$ cat src/hdl/mir_pkg.sv
// package for the manufacturer info responder
// assumes a byte-serial message layer on one 25 MHz clock
package mir_pkg;
  // message kinds seen and produced by the responder
  typedef enum logic [2:0] {
    MIR_MSG_NONE     = 3'b000,
    MIR_MSG_GET_INFO = 3'b001,
    MIR_MSG_INFO     = 3'b010,
    MIR_MSG_SEC_REQ  = 3'b011,
    MIR_MSG_SEC_RSP  = 3'b100
  } mir_msg_e;

  // responder states
  typedef enum logic [2:0] {
    MIR_ST_IDLE  = 3'b000,
    MIR_ST_REQ   = 3'b001,
    MIR_ST_HDR   = 3'b010,
    MIR_ST_SEND  = 3'b011,
    MIR_ST_PASS  = 3'b100
  } mir_state_e;

  // one byte of a data block with framing
  typedef struct packed {
    logic [7:0] data;
    logic       first;
    logic       last;
  } mir_beat_s;

  localparam logic [7:0] MIR_TARGET_PORT   = 8'h00;
  localparam logic [7:0] MIR_TARGET_BATT   = 8'h01;
  localparam logic [7:0] MIR_BATT_MAX      = 8'h07;
  localparam logic [8:0] MIR_REQ_SIZE      = 9'h001;
  localparam logic [8:0] MIR_ID_BYTES      = 9'h004;
  localparam logic [8:0] MIR_LEGACY_MAX    = 9'h01A;
  localparam logic [8:0] MIR_STR_MAX       = 9'h016;
  localparam int         MIR_STR_DEPTH     = 22;
  localparam int         MIR_NUM_SRC       = 9;
  localparam logic [3:0] MIR_SRC_PORT      = 4'h8;
  localparam logic [8:0] MIR_SEC_MAX       = 9'h104;
endpackage

$ cat src/hdl/mir_responder.sv
// manufacturer info responder and security block pass-through
// assumes the protocol layer delivers and accepts data blocks a byte at a time
// and that local firmware loads the strings before the first request
//
// Notes on behaviour
// - target zero is port, one battery
// - battery reference is index zero to seven
// - every info request gets an info reply
// - reply bytes zero, one carry vendor code
// - reply bytes two, three carry product code
// - vendor string follows from byte four
// - reply never exceeds legacy extended length
// - unrecognised target or reference gives empty string
// - security request block passes through unchanged
// - security response block also passes through unchanged to local policy
`timescale 1ns/1ps

module mir_responder (
  input  wire logic                sys_clk,
  input  wire logic                rst,
  // received data block
  input  wire logic                rx_valid,
  input  wire mir_pkg::mir_msg_e   rx_kind,
  input  wire mir_pkg::mir_beat_s  rx_beat,
  output logic                     rx_ready,
  // transmitted data block
  output logic                     tx_valid,
  output mir_pkg::mir_msg_e        tx_kind,
  output mir_pkg::mir_beat_s       tx_beat,
  output logic [8:0]               tx_size,
  input  wire logic                tx_ready,
  // local identity, index 8 is the port itself, 0..7 the batteries
  input  wire logic [15:0]         id_vendor [mir_pkg::MIR_NUM_SRC],
  input  wire logic [15:0]         id_product [mir_pkg::MIR_NUM_SRC],
  input  wire logic [8:0]          str_len [mir_pkg::MIR_NUM_SRC],
  input  wire logic [8:0]          batt_present,
  // string write port, loaded by local firmware
  input  wire logic                str_we,
  input  wire logic [3:0]          str_src,
  input  wire logic [4:0]          str_addr,
  input  wire logic [7:0]          str_wdata,
  // security blocks to local policy, with its ready back
  output logic                     sec_valid,
  output mir_pkg::mir_msg_e        sec_kind,
  output mir_pkg::mir_beat_s       sec_beat,
  input  wire logic                sec_ready,
  // status
  output logic                     bad_request,
  output logic                     busy
);

  ////////////////////////////////////////////////////////////////////////////
  // storage and state
  logic [7:0]              str_mem [mir_pkg::MIR_NUM_SRC][mir_pkg::MIR_STR_DEPTH];
  mir_pkg::mir_state_e     state;
  mir_pkg::mir_state_e     next_state;
  logic [7:0]              req_target;
  logic [7:0]              req_ref;
  logic [8:0]              req_count;
  logic [8:0]              byte_idx;
  logic [8:0]              reply_size;
  logic [3:0]              reply_src;

  // clamp a string length to what fits the legacy block
  // longer strings are cut short, never wrapped
  function automatic logic [8:0] clamp_len(input logic [8:0] len);
    clamp_len = (len > mir_pkg::MIR_STR_MAX) ? mir_pkg::MIR_STR_MAX : len;
  endfunction

  // one reply byte by position: vendor and product low byte first, then string
  function automatic logic [7:0] pick_byte(input logic [8:0]  idx,
                                           input logic [15:0] vendor,
                                           input logic [15:0] product,
                                           input logic [7:0]  sbyte);
    case (idx)
      9'h000:  pick_byte = vendor[7:0];
      9'h001:  pick_byte = vendor[15:8];
      9'h002:  pick_byte = product[7:0];
      9'h003:  pick_byte = product[15:8];
      default: pick_byte = sbyte;
    endcase
  endfunction

  ////////////////////////////////////////////////////////////////////////////
  // request decode
  // target decode
  wire        tgt_port  = (req_target == mir_pkg::MIR_TARGET_PORT);
  wire        tgt_batt  = (req_target == mir_pkg::MIR_TARGET_BATT);
  wire        ref_batt  = tgt_batt && (req_ref <= mir_pkg::MIR_BATT_MAX);
  wire        ref_port  = tgt_port && (req_ref == 8'h00);
  // request must be exactly one data byte pair
  wire        size_ok   = (req_count == mir_pkg::MIR_REQ_SIZE + 9'h001);
  // source of the ids: a battery index picks its own slot even when the
  // battery is absent, anything else falls back to the port itself
  wire [3:0]  dec_src   = ref_batt ? req_ref[3:0] : mir_pkg::MIR_SRC_PORT;
  // good only with exactly two bytes and a live target
  wire        dec_ok    = size_ok && (ref_port || (ref_batt && batt_present[dec_src]));
  wire [8:0]  dec_slen  = dec_ok ? clamp_len(str_len[dec_src]) : 9'h000;
  // clamping keeps the whole block inside the legacy limit
  // size is ids plus clamped string
  wire [8:0]  dec_size  = mir_pkg::MIR_ID_BYTES + dec_slen;

  // message kinds that open an exchange from idle
  wire        rx_get    = rx_valid && (rx_kind == mir_pkg::MIR_MSG_GET_INFO);
  wire        rx_sec    = rx_valid && (rx_kind == mir_pkg::MIR_MSG_SEC_REQ ||
                                       rx_kind == mir_pkg::MIR_MSG_SEC_RSP);
  // transfer strobes on both sides
  wire        rx_take   = rx_valid && rx_ready;
  wire        tx_take   = tx_valid && tx_ready;
  wire        last_byte = (byte_idx + 9'h001 == reply_size);

  ////////////////////////////////////////////////////////////////////////////
  // reply byte selection
  // the byte after the current one, fetched ahead so ready never waits
  wire [8:0]  nidx         = byte_idx + 9'h001;
  wire [4:0]  nstr_off     = 5'(nidx - mir_pkg::MIR_ID_BYTES);
  // past the end of the string memory the fetch reads zero, not a word out of range
  wire [7:0]  next_str     = (nstr_off < 5'(mir_pkg::MIR_STR_DEPTH)) ? str_mem[reply_src][nstr_off] : 8'h00;
  wire [7:0]  first_byte   = pick_byte(9'h000, id_vendor[dec_src], id_product[dec_src], 8'h00);
  wire [7:0]  next_tx_byte = pick_byte(nidx, id_vendor[reply_src], id_product[reply_src], next_str);
  wire        next_is_last = (nidx + 9'h001 == reply_size);

  ////////////////////////////////////////////////////////////////////////////
  // next state
  always_comb begin
    next_state = state;
    case (state)
      // the opening byte is only looked at here, it is taken in the next state
      mir_pkg::MIR_ST_IDLE: begin
        if (rx_get) begin
          next_state = mir_pkg::MIR_ST_REQ;
        end else if (rx_sec) begin
          next_state = mir_pkg::MIR_ST_PASS;
        end
      end
      mir_pkg::MIR_ST_REQ: begin
        if (rx_take && rx_beat.last) begin
          next_state = mir_pkg::MIR_ST_HDR;
        end
      end
      mir_pkg::MIR_ST_HDR: next_state = mir_pkg::MIR_ST_SEND;
      // the last byte leaves only once the far side has taken it
      mir_pkg::MIR_ST_SEND: begin
        if (tx_take && last_byte) begin
          next_state = mir_pkg::MIR_ST_IDLE;
        end
      end
      // a security block ends on its last beat taken
      mir_pkg::MIR_ST_PASS: begin
        if (rx_take && rx_beat.last) begin
          next_state = mir_pkg::MIR_ST_IDLE;
        end
      end
      default: next_state = mir_pkg::MIR_ST_IDLE;
    endcase
  end

  // state register
  always_ff @(posedge sys_clk or posedge rst) begin
    if (rst) begin
      state <= mir_pkg::MIR_ST_IDLE;
    end else begin
      state <= next_state;
    end
  end

  ////////////////////////////////////////////////////////////////////////////
  // request capture
  // idle parks the fields on a reserved target, so a cut request
  // can never decode with the target of the one before it
  wire        cap_clear  = (state == mir_pkg::MIR_ST_IDLE);
  wire        cap_byte   = (state == mir_pkg::MIR_ST_REQ) && rx_take;
  wire        cap_target = cap_byte && (req_count == 9'h000);
  wire        cap_ref    = cap_byte && (req_count == 9'h001);
  // the count stops at its top so an endless request cannot wrap to two
  wire        cap_count  = cap_byte && (req_count != 9'h1FF);

  // target byte
  always_ff @(posedge sys_clk or posedge rst) begin
    if (rst) begin
      req_target <= 8'h00;
    end else if (cap_clear) begin
      req_target <= 8'hFF;
    end else if (cap_target) begin
      req_target <= rx_beat.data;
    end
  end

  // reference byte
  always_ff @(posedge sys_clk or posedge rst) begin
    if (rst) begin
      req_ref <= 8'h00;
    end else if (cap_clear) begin
      req_ref <= 8'hFF;
    end else if (cap_ref) begin
      req_ref <= rx_beat.data;
    end
  end

  // request byte count
  always_ff @(posedge sys_clk or posedge rst) begin
    if (rst) begin
      req_count <= 9'h000;
    end else if (cap_clear) begin
      req_count <= 9'h000;
    end else if (cap_count) begin
      req_count <= req_count + 9'h001;
    end
  end

  ////////////////////////////////////////////////////////////////////////////
  // reply latch and byte walk
  // the decode is frozen in the header cycle, so the reply size and source
  // cannot change under the far side while it is being sent
  wire        rep_load  = (state == mir_pkg::MIR_ST_HDR);
  wire        rep_step  = (state == mir_pkg::MIR_ST_SEND) && tx_take;

  // size, source and refusal flag of the reply in flight
  always_ff @(posedge sys_clk or posedge rst) begin
    if (rst) begin
      reply_size  <= mir_pkg::MIR_ID_BYTES;
      reply_src   <= mir_pkg::MIR_SRC_PORT;
      bad_request <= 1'b0;
    end else if (rep_load) begin
      reply_size  <= dec_size;
      reply_src   <= dec_src;
      bad_request <= !dec_ok;
    end
  end

  // position of the byte now offered
  always_ff @(posedge sys_clk or posedge rst) begin
    if (rst) begin
      byte_idx <= 9'h000;
    end else if (rep_load) begin
      byte_idx <= 9'h000;
    end else if (rep_step) begin
      byte_idx <= byte_idx + 9'h001;
    end
  end

  ////////////////////////////////////////////////////////////////////////////
  // transmit data from flip-flops
  // a reply is at least four bytes, so the first byte is never the last
  // the beat is rebuilt whole, so first and last can never be stale
  wire                tx_load      = rep_load || rep_step;
  mir_pkg::mir_beat_s next_tx_beat;
  assign next_tx_beat = '{data:  rep_load ? first_byte : next_tx_byte,
                          first: rep_load,
                          last:  rep_load ? 1'b0 : next_is_last};

  // transmit beat register
  always_ff @(posedge sys_clk or posedge rst) begin
    if (rst) begin
      tx_beat <= '0;
    end else if (tx_load) begin
      tx_beat <= next_tx_beat;
    end
  end

  ////////////////////////////////////////////////////////////////////////////
  // string memory write, no reset: firmware fills it before use
  // out of range writes are dropped rather than landing in a neighbour
  // a write during a reply shows up in the bytes not yet fetched
  always_ff @(posedge sys_clk) begin
    if (str_we && str_src < 4'(mir_pkg::MIR_NUM_SRC) && str_addr < 5'(mir_pkg::MIR_STR_DEPTH)) begin
      str_mem[str_src][str_addr] <= str_wdata;
    end
  end

  ////////////////////////////////////////////////////////////////////////////
  // handshakes and pass-through
  // receive side: bytes taken only while a message is open,
  // so idle, header and send refuse anything new
  assign rx_ready  = (state == mir_pkg::MIR_ST_REQ) ||
                     (state == mir_pkg::MIR_ST_PASS && sec_ready);

  // security blocks passed unchanged
  // no copy is kept: the local side's ready stalls the sender directly
  assign sec_valid = (state == mir_pkg::MIR_ST_PASS) && rx_valid;
  assign sec_kind  = rx_kind;
  assign sec_beat  = rx_beat;

  // reply side: kind and size stand for the whole reply
  // the size is latched, so it cannot move while bytes are stalled
  assign tx_valid  = (state == mir_pkg::MIR_ST_SEND);
  assign tx_kind   = mir_pkg::MIR_MSG_INFO;
  assign tx_size   = reply_size;

  // status
  assign busy      = (state != mir_pkg::MIR_ST_IDLE);

endmodule

$ cat config.mk
export PLATFORM = sky130hd
export DESIGN_NAME = mir_responder
export DESIGN_NICKNAME = d
export VERILOG_FILES = /design/src/hdl/mir_pkg.sv /design/src/hdl/mir_responder.sv
export SDC_FILE = /design/constraint.sdc
export NUM_CORES = 2
export LEC_CHECK = 0
export ABC_AREA = 1
export BUFFER_PORTS_ARGS = -buffer_cell sky130_fd_sc_hd__buf_4
export CAP_MARGIN = 20
export CORE_ASPECT_RATIO = 1.25
export CORE_MARGIN = 2
export CORE_UTILIZATION = 35
export DETAILED_ROUTE_END_ITERATION = 10
export PLACE_DENSITY = 0.58
export SYNTH_ARGS = -nofsm -noshare
export SYNTH_HDL_FRONTEND = slang
export SYNTH_SLANG_ARGS = --single-unit
$ cat constraint.sdc
create_clock -name sys_clk -period 4.5 [get_ports sys_clk]
set_clock_uncertainty 0.15 [all_clocks]
set_input_delay 0.225 -clock sys_clk [delete_from_list [all_inputs] [get_ports sys_clk]]
set_output_delay 0.225 -clock sys_clk [all_outputs]
set_load 0.01 [all_outputs]
==> results.json <==
{
  "worst_slew_margin_relative_to_its_limit": 0.2269,
  "final_min_period_over_clock_period": 0.9551,
  "detail-route-antenna-nets": 0,
  "power.share.switching": 0.2840,
  "synth_async_sr_flop_share": 0.03708,
  "cp_slowest_cell": "ha_1",
  "fin_tns_setup_ns": 0,
  "synth_cell_type_count": 55,
  "portBuffers": 447,
  "largest_net_degree_at_the_start_of_global_routing": 143,
  "critical_path.max_fanout": 14,
  "syn-mean-instance-area_um2": 10.69,
  "cts_buffers": 153,
  "maxCapViolCount": 0,
  "timing.final.ws_setup_ns": 0.2022,
  "routed_wire_length_per_instance_um": 23.91,
  "number_of_antenna_violations_at_the_first_check_in_global_routing": 10,
  "predominant_post_synthesis_flop_cell": "edfxtp_1",
  "final_util": 0.4093,
  "htree_num_levels": 4,
  "crit_path_frequent_cell": "nand2_1",
  "synth_top_cells_by_count": "nand2_1 (1771), edfxtp_1 (1584), nor2_1 (899)",
  "rsz0062_at_grt": "false",
  "critical_path_class": "reg2reg",
  "initial_utilization": 0.3512,
  "portion_of_total_power_attributed_to_combinational_logic": 0.166,
  "dp_slack_ns": 0.5984,
  "count_of_clock_tree_sinks": 1645,
  "power.density_mw_per_mm2": 430.1,
  "end_kind": "flop",
  "synth_area_mm2": 0.07201,
  "drt_iter0_drc": 5620,
  "postLayoutCellArea_mm2": 0.08393,
  "period_needed_ns": 4.298,
  "critical_path_arrival_ns": 4.89,
  "vias_per_cell": 5.291,
  "grt_pass1_wl_um": 345500,
  "p_int_uw": 25840,
  "ys_seq_elements": 1645,
  "total_leakage_power_uw": 0.03020,
  "layout-area-overhead-vs-synth_pct": 16.55,
  "grt_pass1_vias": 50378,
  "number_of_enable_type_register_cells_in_the_synthesized_netlist": 1584,
  "std_cell_rows": 186,
  "largest_voltage_drop_on_the_vdd_net_mv": 0.3695,
  "grt_use_total": 0.2212,
  "clkLatencyLatePin_ns": 0.82,
  "clock-root-buffer": "clkbuf_16",
  "yosys_warnings": 0,
  "p_sw_uw": 10250,
  "clkTransAtPathRegs_ns": 0.06,
  "die_area_mm2": 0.2094,
  "drive_above_1_share": 0.1222,
  "wirelength_um": 238200,
  "ctsLongestPathBuffers": 3,
  "drc": 0,
  "synth_top_area_share": 0.6606,
  "die_h_um": 511.1,
  "grt.overflow.total": 0,
  "timing.critical_path.slowest_cell_delay_ns": 0.74,
  "drtPass1Iterations": 6,
  "placed_cell_area_mm2": 0.07818,
  "synth.yosys.seq_area_share": 0.6818,
  "clock_power_share": 0.360,
  "syn-instance-count": 6736,
  "tightest_pin_transition_ns": 1.148,
  "hold_path_class": "in2reg",
  "weighted_congestion_at_the_end_of_routability_driven_global_placement": 0.9613,
  "timing.critical_path.cells": "inv_1 > ha_1 > nand2_1 > buf_4 > inv_1 > buf_4 > o21ai_0 > o21ai_1 > inv_1 > nand2_1 > nand2_1 > nand2_1 > nand2_1 > nand2_1 > nand2_1 > nand2_1 > nand2_1 > dlygate4sd3_1 > nand2_1",
  "synth.top_cells.by_area": "edfxtp_1 (66%), nand2_1 (9.2%), nand3_1 (5.5%)",
  "design.portCount": 454,
  "ff2ff_path_depth": 19,
  "finalSetupViolCount": 0,
  "die-width_um": 409.7,
  "report.final.hold_viol_count": 0,
  "worstPathRequired_ns": 5.09,
  "worstHoldPathCells": 7,
  "num_vias": 52711,
  "layout.nets": 7535,
  "cts_tree": "yes",
  "outcome": "finished clean",
  "setup.worst_path.start_class": "flop",
  "max_freq_ghz": 0.2327,
  "post-synth-top-count-cell": "nand2_1",
  "maxSlewViolCount": 0,
  "dpl.hpwl_um": 151400,
  "synthDominantAreaCellType": "edfxtp_1",
  "seq_power_share": 0.474,
  "placeableCoreArea_mm2": 0.2050
}
## area by class of cell
cell class	count	area, um^2
repair buffers	668	5624
fillers	19521	121100
diodes	3	7.507
clock buffers	188	4003
flip-flops and latches	1645	49110
well taps	2726	3411
multi-input cells	4472	20180
inverters	169	669.4
clock inverters	92	920.9
## state kept, by name (all words and copies together), names as in the netlist, 3 cells and up
register	cells
reply_src	4
str_mem	1584
tx_beat	10
req_target	8
tx_size	9
byte_idx	9
state	3
req_ref	8
req_count	9
## layout by cell type, fill, tap and decap left out, drive strengths merged, types with 69 or more instances in the layout
cell	Yosys	layout
nand2	1776	1776
buf	297	591
o21ai	471	471
nand3	798	798
a21oi	111	111
o221ai	69	69
clkbuf	154	188
edfxtp	1584	1584
o211ai	87	87
dlygate4sd3	0	77
inv	165	176
nor2	910	910
o22ai	70	70
## cell families after synthesis
| group | Yosys count | synth area share |
|---|---|---|
| and+or+nand+nor | 3577 | 0.2042 |
| other | 2 | 0.0001043 |
| AOI/OAI and AO/OA | 864 | 0.07044 |
| DFF | 1645 | 0.6818 |
| muxes | 1 | 0.0001390 |
| xor gates and xnor gates | 15 | 0.002189 |
| adders and majority gates | 12 | 0.002085 |
| buffers and inverters | 620 | 0.03904 |
## worst max-delay path, delay by kind of cell (launching register included)
kind | cells | cell delay (ns)
buffers and inverters | 6 | 1.73
and+or+nand+nor | 10 | 0.91
adders and majority gates | 1 | 0.74
DFF | 1 | 0.41
AOI/OAI and AO/OA | 2 | 0.28
## per-stage QoR
step | instances | hold slack (ns) | power (uW)
after floorplan | 6737 | 0.1739 | 20340
after global placement | 9601 | 0.3001 | 23250
after detailed placement | 9601 | 0.3001 | 23270
after CTS | 9958 | 0.02183 | 36220
after global routing | 9962 | 0.08685 | 37240
final | 9963 | 0.06076 | 36100
## per-layer routing
metal / global-route usage / vias up / share of wire
li1: - / 24309 / -
met1: 0.2673 / 25883 / 0.38
met2: 0.3895 / 2120 / 0.51
met3: 0.03362 / 391 / 0.067
met4: 0.09519 / 8 / 0.043
met5: 0 / - / 0.00022
## final timing paths
check / startpoint / end / slack (ns)
worst min register to register: tx_beat[1] / tx_beat[1] / 0.34
worst max register to register: byte_idx[1] / tx_beat[3] / 0.20
worst min-delay path: id_product[4] / tx_beat[6] / 0.06
max in group asynchronous: rst / reply_src[0] / 3.50
min in group asynchronous: rst / tx_size[5] / 0.11
worst max-delay path: byte_idx[1] / tx_beat[3] / 0.20
## power groups by stage
stage | clock network (uW) | logic (uW) | registers [uW]
after floorplan | 0 | 2960 | 17400
after global placement | 0 | 5820 | 17400
after detailed placement | 0 | 5830 | 17400
after CTS | 13200 | 5960 | 17100
after global routing | 13700 | 6430 | 17100
final | 13000 | 6000 | 17100
## repair_timing
item / CTS / global route
endpoints found under the hold margin: 645 / 0
setup endpoints to repair: 0 / 5
hold buffers: 77 / 0
gates resized for setup: 0 / 8
setup buffers: 0 / 3
No activity file was read; power rests on OpenSTA's default activity.
